[src/common/bors_defines.vh]
// Constants for the supply-drop reset sequencer.
// Assumes a 50 MHz system clock; figures are plain defaults where none is given.
`ifndef BORS_DEFINES_VH
`define BORS_DEFINES_VH

// Clock period in ns
`define BORS_CLK_PERIOD_NS      20
// Reset pulse width in cycles
`define BORS_RST_PULSE_CYC      8'h08
// Power-up delay time in ns (default, parameter at top)
`define BORS_PWRUP_TIME_NS      64000000
`define BORS_PWRUP_CYC          (`BORS_PWRUP_TIME_NS / `BORS_CLK_PERIOD_NS)
// Fail-safe monitor delay in ns (default, parameter at top)
`define BORS_FSCM_TIME_NS       500000
`define BORS_FSCM_CYC           (`BORS_FSCM_TIME_NS / `BORS_CLK_PERIOD_NS)
// Oscillator start-up count in cycles
`define BORS_STARTUP_CYC        1024
// Oscillator select codes
`define BORS_OSC_FRC            3'h0
`define BORS_OSC_FRC_PLL        3'h1
`define BORS_OSC_PRI            3'h2
`define BORS_OSC_PRI_PLL        3'h3
// Primary oscillator modes
`define BORS_POSC_EC            2'h0
`define BORS_POSC_XT            2'h1
`define BORS_POSC_HS            2'h2
`define BORS_POSC_OFF           2'h3
// Field positions
`define BORS_OSC_CTRL_LOCK_BIT  5
`define BORS_RST_CTRL_FLAG_BIT  1

`endif

[src/logic/bors_sequencer.v]
// Supply-drop reset sequencer: reset pulse, clock hold and power-up delay.
// Assumes an asynchronous comparator input and a PLL lock from another domain.
`timescale 1ns/1ps
`include "bors_defines.vh"

module bors_sequencer #(
  parameter [31:0] PWRUP_CYC = `BORS_PWRUP_CYC,
  parameter [31:0] FSCM_CYC  = `BORS_FSCM_CYC,
  parameter [31:0] STARTUP_CYC = `BORS_STARTUP_CYC
) (
  // Clock and reset
  input  wire       clk_i,
  input  wire       sys_rst_i,
  // Supply monitor and power modes
  input  wire       supply_drop_i,
  input  wire       sleep_mode_i,
  input  wire       idle_mode_i,
  // Configuration
  input  wire [2:0] osc_select_cfg_i,
  input  wire [1:0] primary_osc_mode_cfg_i,
  input  wire       pwrup_delay_en_i,
  // Clock generator status
  input  wire       pll_lock_i,
  // Software clear of status flag
  input  wire       flag_wr_i,
  input  wire       flag_wdata_i,
  // Outputs
  output reg        device_rst_o,
  output reg        internal_rst_o,
  output reg        sysclk_en_o,
  output reg [2:0]  clk_source_o,
  output reg        pll_sel_o,
  output reg [5:0]  osc_control_reg_o,
  output reg [1:0]  reset_control_reg_o
);

  ////////////////////////////////////////////////////////////////////////////
  // States
  localparam [2:0] ST_IDLE  = 3'h0;
  localparam [2:0] ST_PULSE = 3'h1;
  localparam [2:0] ST_WAIT  = 3'h2;
  localparam [2:0] ST_RUN   = 3'h3;

  // Source uses primary oscillator
  function is_osc;
    input [2:0] sel;
    begin
      is_osc = (sel == `BORS_OSC_PRI) || (sel == `BORS_OSC_PRI_PLL);
    end
  endfunction

  // Source uses the PLL
  function is_pll;
    input [2:0] sel;
    begin
      is_pll = (sel == `BORS_OSC_FRC_PLL) || (sel == `BORS_OSC_PRI_PLL);
    end
  endfunction

  reg  [2:0] state_reg;
  reg  [2:0] state_next;
  reg  [7:0] pulse_reg;
  reg        drop_s1_reg;
  reg        drop_s2_reg;
  reg        lock_s1_reg;
  reg        lock_s2_reg;
  reg        need_ost_reg;
  reg        need_pll_reg;
  reg        xtal_reg;
  reg        pwr_en_reg;
  wire       ost_done;
  wire       pwr_done;
  wire       start_delays;
  wire       clk_ready;
  wire       delay_ready;
  wire [31:0] pwr_count;

  ////////////////////////////////////////////////////////////////////////////
  // Synchronisers for comparator and lock
  always @(posedge clk_i)
  begin
    if (sys_rst_i)
    begin
      drop_s1_reg <= 1'b0;
      drop_s2_reg <= 1'b0;
      lock_s1_reg <= 1'b0;
      lock_s2_reg <= 1'b0;
    end
    else
    begin
      drop_s1_reg <= supply_drop_i;
      drop_s2_reg <= drop_s1_reg;
      lock_s1_reg <= pll_lock_i;
      lock_s2_reg <= lock_s1_reg;
    end
  end

  ////////////////////////////////////////////////////////////////////////////
  // Delay counters, started as the pulse ends
  assign start_delays = (state_reg == ST_PULSE) && (pulse_reg == 8'h01);

  assign pwr_count = pwr_en_reg ? PWRUP_CYC : (xtal_reg ? FSCM_CYC : 32'h0000_0000);

  bors_delay_counter #(
    .WIDTH (32)
  ) u_osc_startup_counter (
    .clk_i     (clk_i),
    .sys_rst_i (sys_rst_i),
    .load_i    (start_delays),
    .count_i   (need_ost_reg ? STARTUP_CYC : 32'h0000_0000),
    .done_o    (ost_done)
  );

  bors_delay_counter #(
    .WIDTH (32)
  ) u_powerup_delay_timer (
    .clk_i     (clk_i),
    .sys_rst_i (sys_rst_i),
    .load_i    (start_delays),
    .count_i   (pwr_count),
    .done_o    (pwr_done)
  );

  assign clk_ready   = ost_done && (!need_pll_reg || lock_s2_reg);
  assign delay_ready = pwr_done;

  ////////////////////////////////////////////////////////////////////////////
  // Next state
  always @*
  begin
    state_next = state_reg;
    case (state_reg)
      ST_IDLE:  state_next = ST_PULSE;
      ST_PULSE:
      begin
        if (pulse_reg == 8'h01)
          state_next = ST_WAIT;
      end
      ST_WAIT:
      begin
        if (clk_ready && delay_ready)
          state_next = ST_RUN;
      end
      ST_RUN:   state_next = ST_RUN;
      default:  state_next = ST_IDLE;
    endcase
    if (drop_s2_reg)
      state_next = ST_PULSE;
  end

  ////////////////////////////////////////////////////////////////////////////
  // State, config capture and outputs
  always @(posedge clk_i)
  begin
    if (sys_rst_i)
    begin
      state_reg           <= ST_IDLE;
      pulse_reg           <= 8'h00;
      need_ost_reg        <= 1'b0;
      need_pll_reg        <= 1'b0;
      xtal_reg            <= 1'b0;
      pwr_en_reg          <= 1'b0;
      device_rst_o        <= 1'b1;
      internal_rst_o      <= 1'b1;
      sysclk_en_o         <= 1'b0;
      clk_source_o        <= `BORS_OSC_FRC;
      pll_sel_o           <= 1'b0;
      osc_control_reg_o   <= 6'h00;
      reset_control_reg_o <= 2'h0;
    end
    else
    begin
      state_reg <= state_next;
      // pulse length
      // Pulse also runs after reset release
      if (drop_s2_reg || state_reg == ST_IDLE)
        pulse_reg <= `BORS_RST_PULSE_CYC;
      else if (pulse_reg != 8'h00)
        pulse_reg <= pulse_reg - 8'h01;
      if (drop_s2_reg || state_reg == ST_IDLE)
      begin
        clk_source_o <= osc_select_cfg_i;
        pll_sel_o    <= is_pll(osc_select_cfg_i);
        need_ost_reg <= is_osc(osc_select_cfg_i) &&
                        (primary_osc_mode_cfg_i != `BORS_POSC_OFF);
        need_pll_reg <= is_pll(osc_select_cfg_i);
        xtal_reg     <= is_osc(osc_select_cfg_i) &&
                        ((primary_osc_mode_cfg_i == `BORS_POSC_XT) ||
                         (primary_osc_mode_cfg_i == `BORS_POSC_HS));
        pwr_en_reg   <= pwrup_delay_en_i;
      end
      device_rst_o   <= (state_next == ST_PULSE) || (state_next == ST_IDLE);
      internal_rst_o <= (state_next != ST_RUN);
      // clock gated until ready
      // Only after a cycle of wait, so stale counter status cannot ungate
      sysclk_en_o    <= (state_reg == ST_WAIT || state_reg == ST_RUN) &&
                        (state_next == ST_WAIT || state_next == ST_RUN) && clk_ready;
      osc_control_reg_o <= {lock_s2_reg, 5'h00};
      // set flag; software clear, set wins
      if (drop_s2_reg)
        reset_control_reg_o[`BORS_RST_CTRL_FLAG_BIT] <= 1'b1;
      else if (flag_wr_i && !flag_wdata_i)
        reset_control_reg_o[`BORS_RST_CTRL_FLAG_BIT] <= 1'b0;
    end
  end

endmodule

[src/logic/bors_delay_counter.v]
// Down counter used for each of the sequencer's delays.
// Assumes load and run come from logic on the same clock.
`timescale 1ns/1ps

module bors_delay_counter #(
  parameter WIDTH = 32
) (
  // Clock and reset
  input  wire             clk_i,
  input  wire             sys_rst_i,
  // Control
  input  wire             load_i,
  input  wire [WIDTH-1:0] count_i,
  // Status
  output reg              done_o
);

  reg [WIDTH-1:0] cnt_reg;

  // Load, then count down to zero
  always @(posedge clk_i)
  begin
    if (sys_rst_i)
    begin
      cnt_reg <= {WIDTH{1'b0}};
      done_o  <= 1'b0;
    end
    else if (load_i)
    begin
      cnt_reg <= count_i;
      done_o  <= 1'b0;
    end
    else if (cnt_reg != {WIDTH{1'b0}})
    begin
      cnt_reg <= cnt_reg - {{(WIDTH-1){1'b0}}, 1'b1};
      done_o  <= (cnt_reg == {{(WIDTH-1){1'b0}}, 1'b1});
    end
    else
    begin
      done_o  <= 1'b1;
    end
  end

endmodule

[config.mk]
export PLATFORM = sky130hd
export DESIGN_NAME = bors_sequencer
export DESIGN_NICKNAME = d
export VERILOG_FILES = /design/src/logic/bors_sequencer.v /design/src/logic/bors_delay_counter.v
export VERILOG_INCLUDE_DIRS = /design/src /design/src/common
export SDC_FILE = /design/constraint.sdc
export NUM_CORES = 1
export LEC_CHECK = 0
export BUFFER_PORTS_ARGS = -buffer_cell sky130_fd_sc_hd__clkbuf_2
export CAP_MARGIN = 10
export CORE_MARGIN = 4
export CORE_UTILIZATION = 54
export DETAILED_ROUTE_END_ITERATION = 10
export GPL_ROUTABILITY_DRIVEN = 0
export PLACE_DENSITY = 0.82
export SLEW_MARGIN = 15
export SYNTH_ARGS = -nofsm -noshare
export SYNTH_HDL_FRONTEND = slang
export SYNTH_SLANG_ARGS = --single-unit
[constraint.sdc]
create_clock -name clk_i -period 2.5 [get_ports clk_i]
set_clock_uncertainty 0.15 [all_clocks]
set_input_delay 0.25 -clock clk_i [delete_from_list [all_inputs] [get_ports clk_i]]
set_output_delay 0.25 -clock clk_i [all_outputs]
set_load 0.05 [all_outputs]
==> reports/metrics.csv, run 1 <==
metric,value,unit
outcome,finished clean,
CTS buffer count,9,
Post-synth top cells,"93 x dfxtp_1, 50 x nor2_1, 30 x nand2_1",
Post-synth EDFFs,0,
setup TNS,0,ns
Hold Path Depth,3,
Critical Path AT,2.55,ns
largest family of logic cells by synthesized area,simple AND/OR/NAND/NOR gates,
ranking of synthesized cells by area,"dfxtp_1 42%, xor2_1 4.4%, nor2_1 4.3%",
Bufs on Longest Clock Path,2,
first drt pass iteration count,4,
initial antenna violation count,0,
final net count,557,
final setup violating endpoints,0,
pin count of the biggest net entering global routing,19,
Initial Util,56.2,%
DRT iter0 DRCs,231,
die width,98.4,um
Slew @ Worst Pin,0.640,ns
crit path max fanout,8,
Setup crit start kind,register,
Post-Synth Simple-Gate Area,28.5,%
min-delay src,primary_osc_mode_cfg_i[0],
r2r worst-path depth,7,
Crit path required time,2.65,ns
largest area contributor in the netlist,dfxtp_1,
overall via count from detail_route,3768,
Mapped Cells,488,
Clock Sinks,93,
synth warn,0,
via-per-instance ratio,5.88,
# IOs,29,
post-synthesis adder-cell area fraction,2.55,%
HP Class,input port to register,
Port Buffers,20,
Placeable Area,7850,um^2
Post-Synth XOR/XNOR Area,7.55,%
"Reg clk slew, reported paths",0.10,ns
Hold Path Sink,need_ost_reg,
Synth cell types,63,
layout filler cell count,642,
die area,9670,um^2
most numerous cell in the Yosys netlist,dfxtp_1,
Setup CP Type,register to register,
Root Buffer,clkbuf_8,
max-cap violations,0,
synthesized area per cell,9.04,um^2
final period utilization,96.0,%
clk_lat worst skew,0.37,ns
Antenna Cells,0,
Async SR Flop Fraction,0,%
Reg2Reg Launch Point,pulse_reg[1],
unrepaired setup endpoints after global routing,no,
ANT nets after route,0,
total congestion overflow,0,
Tot GR Track Use,20.4,%
Worst R2R End,u_osc_startup_counter.cnt_reg[25],
share of the synthesized area in the top cell type,42.2,%
fin. max-slew vios,0,
Slew HR,56.9,%
Syn-to-layout area delta,14.0,%
vias in the first global route,3675,
"Cell Area, Synth",4410,um^2
most common flop cell mapped by yosys,dfxtp_1,
Synth Area in Compound Gates,15.3,%
share of post-route cells with drive strength above 1,16.7,%
Final Critical Period,2.40,ns
mux cell area share after synthesis,0,%
H-tree levels,3,
Yosys reg bits,93,
"Seq/Total Area, Yosys",42.2,%
flop2flop setup slack,0.10,ns
Die Span Y,98.4,um
DRC violations left,0,
final WL,9610,um
CTS tree,done,
kind of end point of the critical path,register,
"Hold Vio Cnt, Final",0,
global-route wire length before repair,16600,um
WL per Instance,15.0,um
Max Freq,417,MHz
num rows,32,
DP HPWL,6540,um
worst max path at each step:
stage | startpoint | to | slack, ns | cells past startpoint
6_report | pulse_reg[1] | u_osc_startup_counter.cnt_reg[25] | 0.10 | 7
5_1_grt | pulse_reg[1] | u_osc_startup_counter.cnt_reg[25] | 0.0006 | 7
4_1_cts | pulse_reg[2] | u_osc_startup_counter.cnt_reg[25] | 0.05 | 5
3_5_place_dp | u_osc_startup_counter.cnt_reg[24] | u_osc_startup_counter.cnt_reg[22] | 0.02 | 5
3_3_place_gp | pulse_reg[2] | u_osc_startup_counter.cnt_reg[0] | 0.12 | 5
2_1_floorplan | u_osc_startup_counter.cnt_reg[24] | u_osc_startup_counter.cnt_reg[10] | 0.20 | 5
final cells by class:
class | instances | area, um^2 | area share (%)
clock buffer | 9 | 124 | 2.47
clock inverter | 7 | 65.1 | 1.29
inverter | 11 | 41.3 | 0.822
multi-input combinational | 367 | 2450 | 48.7
sequential | 93 | 1860 | 37.1
tap | 102 | 128 | 2.54
timing repair buffer | 52 | 358 | 7.12
per-layer routing:
layer	up-vias	part of all wire, %	GRT usage (%)
li1	1878	-	-
met2	77	50	34.3
met1	1797	45	25.6
met5	-	0	0
met3	16	3.7	3.64
met4	0	1.9	8.61
worst max-delay path, stage by stage, from the launching register on:
cell and delay, ns:
dfxtp_2 0.37, inv_2 0.08, ha_1 0.15, or4bb_4 0.49, nor4_4 0.31, nor3_4 0.11, or4_1 0.48, a21oi_1 0.18
logic make-up (layout without fill, tap and decap cells):
kind of cell / after synthesis / after routing
and+or+nand+nor: 209 / 210
other: 1 / 7
xor gates and xnor gates: 38 / 38
DFF: 93 / 93
adders and majority gates: 9 / 9
buffers and inverters: 35 / 79
AOI/OAI and AO/OA: 103 / 103
cells in the final DEF, fill, tap and decap left out, types with 3 or more instances in the layout:
cell type and instances:
dfxtp_1 92, nor2_1 50, a21oi_1 29, nand2_1 29, buf_4 25, o21ai_0 22, xor2_1 22, clkbuf_2 20
nor4_1 17, or3_1 17, or4_1 17, xnor2_1 16, nand4_1 14, o31ai_1 13, nor3_1 12, o21ai_1 10
inv_1 10, ha_1 9, clkbuf_8 9, nor2b_1 8, conb_1 7, dlygate4sd3_1 7, a31oi_1 5, o211ai_1 5
nand3b_1 4, or2_2 4, and4_1 3, nand3_1 3, or3_2 3, inv_6 3
stage by stage:
stage	util (%)	cell area, um^2	hold WS (ns)	setup WS [ns]	cells
after floorplan	-	4430	0.202	0.203	494
after global placement	60.0	4710	0.266	0.118	615
after detailed placement	60.0	4710	0.275	0.0216	615
after CTS	63.4	4970	0.0559	0.0536	638
after global routing	64.0	5020	0.0698	0.000575	641
final	64.0	5020	0.0638	0.101	641
what timing repair did:
item,CTS,global route
hold endpoints to repair,8,0
setup buffers,0,2
pin swaps,0,2
endpoints found under the setup margin,1,63
hold buffers,7,0
gates cloned,0,1
resized for setup,1,7
Power of run 1 is not shown: default switching activity piles up to over one toggle a cycle in this logic, so the estimate is an artifact.
==> inputs of run 2 (changes only) <==
--- a/config.mk
+++ b/config.mk
@@ -9,11 +9,13 @@
 export BUFFER_PORTS_ARGS = -buffer_cell sky130_fd_sc_hd__clkbuf_2
 export CAP_MARGIN = 10
 export CORE_MARGIN = 4
-export CORE_UTILIZATION = 54
+export CORE_UTILIZATION = 55
 export DETAILED_ROUTE_END_ITERATION = 10
 export GPL_ROUTABILITY_DRIVEN = 0
-export PLACE_DENSITY = 0.82
+export HOLD_SLACK_MARGIN = 0.08
+export PLACE_DENSITY = 0.83
 export SLEW_MARGIN = 15
 export SYNTH_ARGS = -nofsm -noshare
 export SYNTH_HDL_FRONTEND = slang
+export SYNTH_HIERARCHICAL = 1
 export SYNTH_SLANG_ARGS = --single-unit
==> run 2 against run 1 <==
  * Worst setup slack worse by 0.050 ns
  * Core utilization grew 3.9 points
  * Highest routed layer unchanged
  * Synthesized cell count is 20% higher
  * Synthesized area grew 11%
  * Critical path type unchanged
  * First-iteration DRC count up 55%
  * Via count grew 25%
  * Wire length up 24%
  * Global-route usage grew 2.7 points
==> reports/metrics.csv, run 2 <==
metric,value,unit
outcome,finished clean,
most common flop cell mapped by yosys,dfxtp_1,
Final Critical Period,2.45,ns
"commonest non-fill, non-tap cell in the layout",dfxtp_1,
Post-synth EDFFs,0,
CP bufs+invs,2,
Pwr Density,1410,nW/um^2
die area,10500,um^2
Antenna Cells,0,
Critical Path AT,2.57,ns
clk_lat worst skew,0.38,ns
top cell family by delay on the critical path,simple AND/OR/NAND/NOR gates,
H-tree levels,3,
Syn-to-layout area delta,20.7,%
pre-CTS setup slack,-0.0161,ns
CP peak stage delay,0.56,ns
final WL,11900,um
final instance area,5890,um^2
"commonest non-fill, non-tap cells in the layout","93 x dfxtp_1, 70 x nand2_1, 68 x conb_1",
Crit path required time,2.63,ns
Synth cell types,64,
Setup crit start kind,register,
Reg2Reg Launch Point,pulse_reg[4],
pin count of the biggest net entering global routing,28,
Root Buffer,clkbuf_8,
flop2flop setup slack,0.05,ns
overall via count from detail_route,4709,
ANT nets after route,0,
Storage cell area,1860,um^2
crit path max fanout,10,
unrepaired setup endpoints after global routing,yes,
share of the synthesized area in the top cell type,38.1,%
synthesized area per cell,8.31,um^2
initial antenna violation count,0,
Die Span Y,102,um
Clock Sinks,93,
Port Buffers,20,
Worst path depth,7,
final period utilization,97.9,%
synth warn,6,
"Seq/Total Area, Yosys",38.1,%
Initial Util,56.3,%
Crit-path slowest cell,or4_4,
Slew HR,54.5,%
fin. max-slew vios,0,
layout filler cell count,706,
DRT iter0 DRCs,358,
CTS tree,done,
die width,102,um
first drt pass iteration count,4,
Async SR Flop Fraction,0,%
static leakage,0.00234,uW
"Cell Area, Synth",4880,um^2
DP HPWL,8090,um
Slew @ Worst Pin,0.677,ns
worst setup margin,0.0513,ns
Mapped Cells,588,
crit path from,pulse_reg[4],
HP Class,input port to register,
r2r worst-path depth,7,
most numerous cell in the Yosys netlist,dfxtp_1,
CTS buffer count,9,
final setup violating endpoints,0,
total congestion overflow,0,
"Hold Vio Cnt, Final",0,
max-cap violations,0,
DRC violations left,0,
Max Freq,408,MHz
Placeable Area,8680,um^2
final design utilization,67.9,%
# IOs,29,
worst-path cell chain,"or4_4, nor4_4, nor3b_4, buf_12, clkinvlp_4, and4_1, nor4_2",
Multi-input gate area,3090,um^2
Yosys reg bits,93,
setup TNS,0,ns
critical path endpoint,u_powerup_delay_timer/cnt_reg[8],
share of post-route cells with drive strength above 1,16.2,%
global-route wire length before repair,19700,um
largest area contributor in the netlist,dfxtp_1,
Setup CP Type,register to register,
Design Power,8320,uW
Placed Instance Area,5490,um^2
vias in the first global route,4409,
Worst R2R End,u_powerup_delay_timer/cnt_reg[8],
final net count,725,
WL per Instance,14.6,um
ranking of synthesized cells by area,"dfxtp_1 38%, nand2_1 5.4%, xor2_1 4.3%",
Tot GR Track Use,23.1,%
kind of end point of the critical path,register,
Bufs on Longest Clock Path,2,
via-per-instance ratio,5.76,
Post-synth top cells,"93 x dfxtp_1, 70 x nand2_1, 47 x nor2_1",
num rows,34,
"Reg clk slew, reported paths",0.11,ns
Worst IR Drop VDD,1.23,mV
==> run 2: cell types whose count changed after synthesis, sizes merged, moves of 6 or more <==
cell / previous run / this run
nand3: 4 / 25
a221oi: 0 / 9
a22oi: 0 / 6
clkbuf: 10 / 16
or4: 19 / 11
nand2: 30 / 72
or3: 20 / 5
o21ai: 32 / 42
o31ai: 14 / 2
inv: 11 / 17
nor3: 15 / 31
==> run 2: cell families (layout without fill, tap and decap cells) <==
| group | count (synthesis) | in the layout | share of synthesized area (%) |
|---|---|---|---|
| AOI/OAI and AO/OA | 128 | 128 | 17.2 |
| xor gates and xnor gates | 38 | 38 | 6.82 |
| adders and majority gates | 7 | 7 | 1.79 |
| buffers and inverters | 50 | 103 | 4.89 |
| DFF | 93 | 93 | 38.1 |
| muxes | 2 | 2 | 0.410 |
| other | 1 | 68 | 0.0768 |
| and+or+nand+nor | 269 | 270 | 30.7 |
==> run 2: area by class of cell <==
type                            instances  share of cell area (%)
Timing Repair Buffer                   69                    9.07
Clock buffer                            9                    2.10
Tap cell                              108                    2.29
Clock inverter                          7                    1.27
Multi-Input combinational cell        513                    52.5
Inverter                               18                    1.21
Sequential cell                        93                    31.6
==> run 2: worst min-delay path by stage <==
stage	end	from	slack [ns]	cells past startpoint
finish	u_osc_startup_counter/cnt_reg[6]	sys_rst_i	0.16	2
global route	u_osc_startup_counter/cnt_reg[6]	sys_rst_i	0.19	2
CTS	u_osc_startup_counter/cnt_reg[6]	sys_rst_i	0.13	2
detailed placement	lock_s2_reg	lock_s1_reg	0.27	1
global placement	drop_s2_reg	drop_s1_reg	0.27	1
floorplan	drop_s1_reg	sys_rst_i	0.17	1
==> run 2: where the power goes <==
group          total [uW]  internal, uW  leakage [uW]  switching (uW)
clock                1020           398     0.0000990             626
combinational        4790          2160       0.00148            2630
sequential           2500          1960      0.000761             541
==> run 2: timing repair <==
item                                    CTS  global route
buffers inserted                          0             7
resized for setup                         2             9
endpoints found under the setup margin   19            30
pin swaps                                 1             1
cloned                                    0             2
hold buffers                              8             0
endpoints found under the hold margin    10             0
==> run 2: metrics by stage <==
| step | hold slack, ns | std cells |
|---|---|---|
| 2_1_floorplan | 0.172 | 655 |
| 3_3_place_gp | 0.266 | 784 |
| 3_5_place_dp | 0.274 | 784 |
| 4_1_cts | 0.126 | 808 |
| 5_1_grt | 0.193 | 817 |
| 6_report | 0.159 | 817 |
==> run 2: worst register-to-register path: stages, from the launching register on <==
cell,delay [ns]
dfxtp_1,0.33
or4_4,0.56
nor4_4,0.18
nor3b_4,0.33
buf_12,0.18
clkinvlp_4,0.16
and4_1,0.23
nor4_2,0.22
==> run 2: metal layers <==
layer  global-route usage [%]  vias up  routed length [um]
li1                         -     2312                   -
met1                     28.6     2241                5080
met2                     39.6      128                6120
met3                     4.85       28                 475
met4                     8.07        0                 219
met5                        0        -                   0
Note: power is estimated with default switching activity, not from simulation.
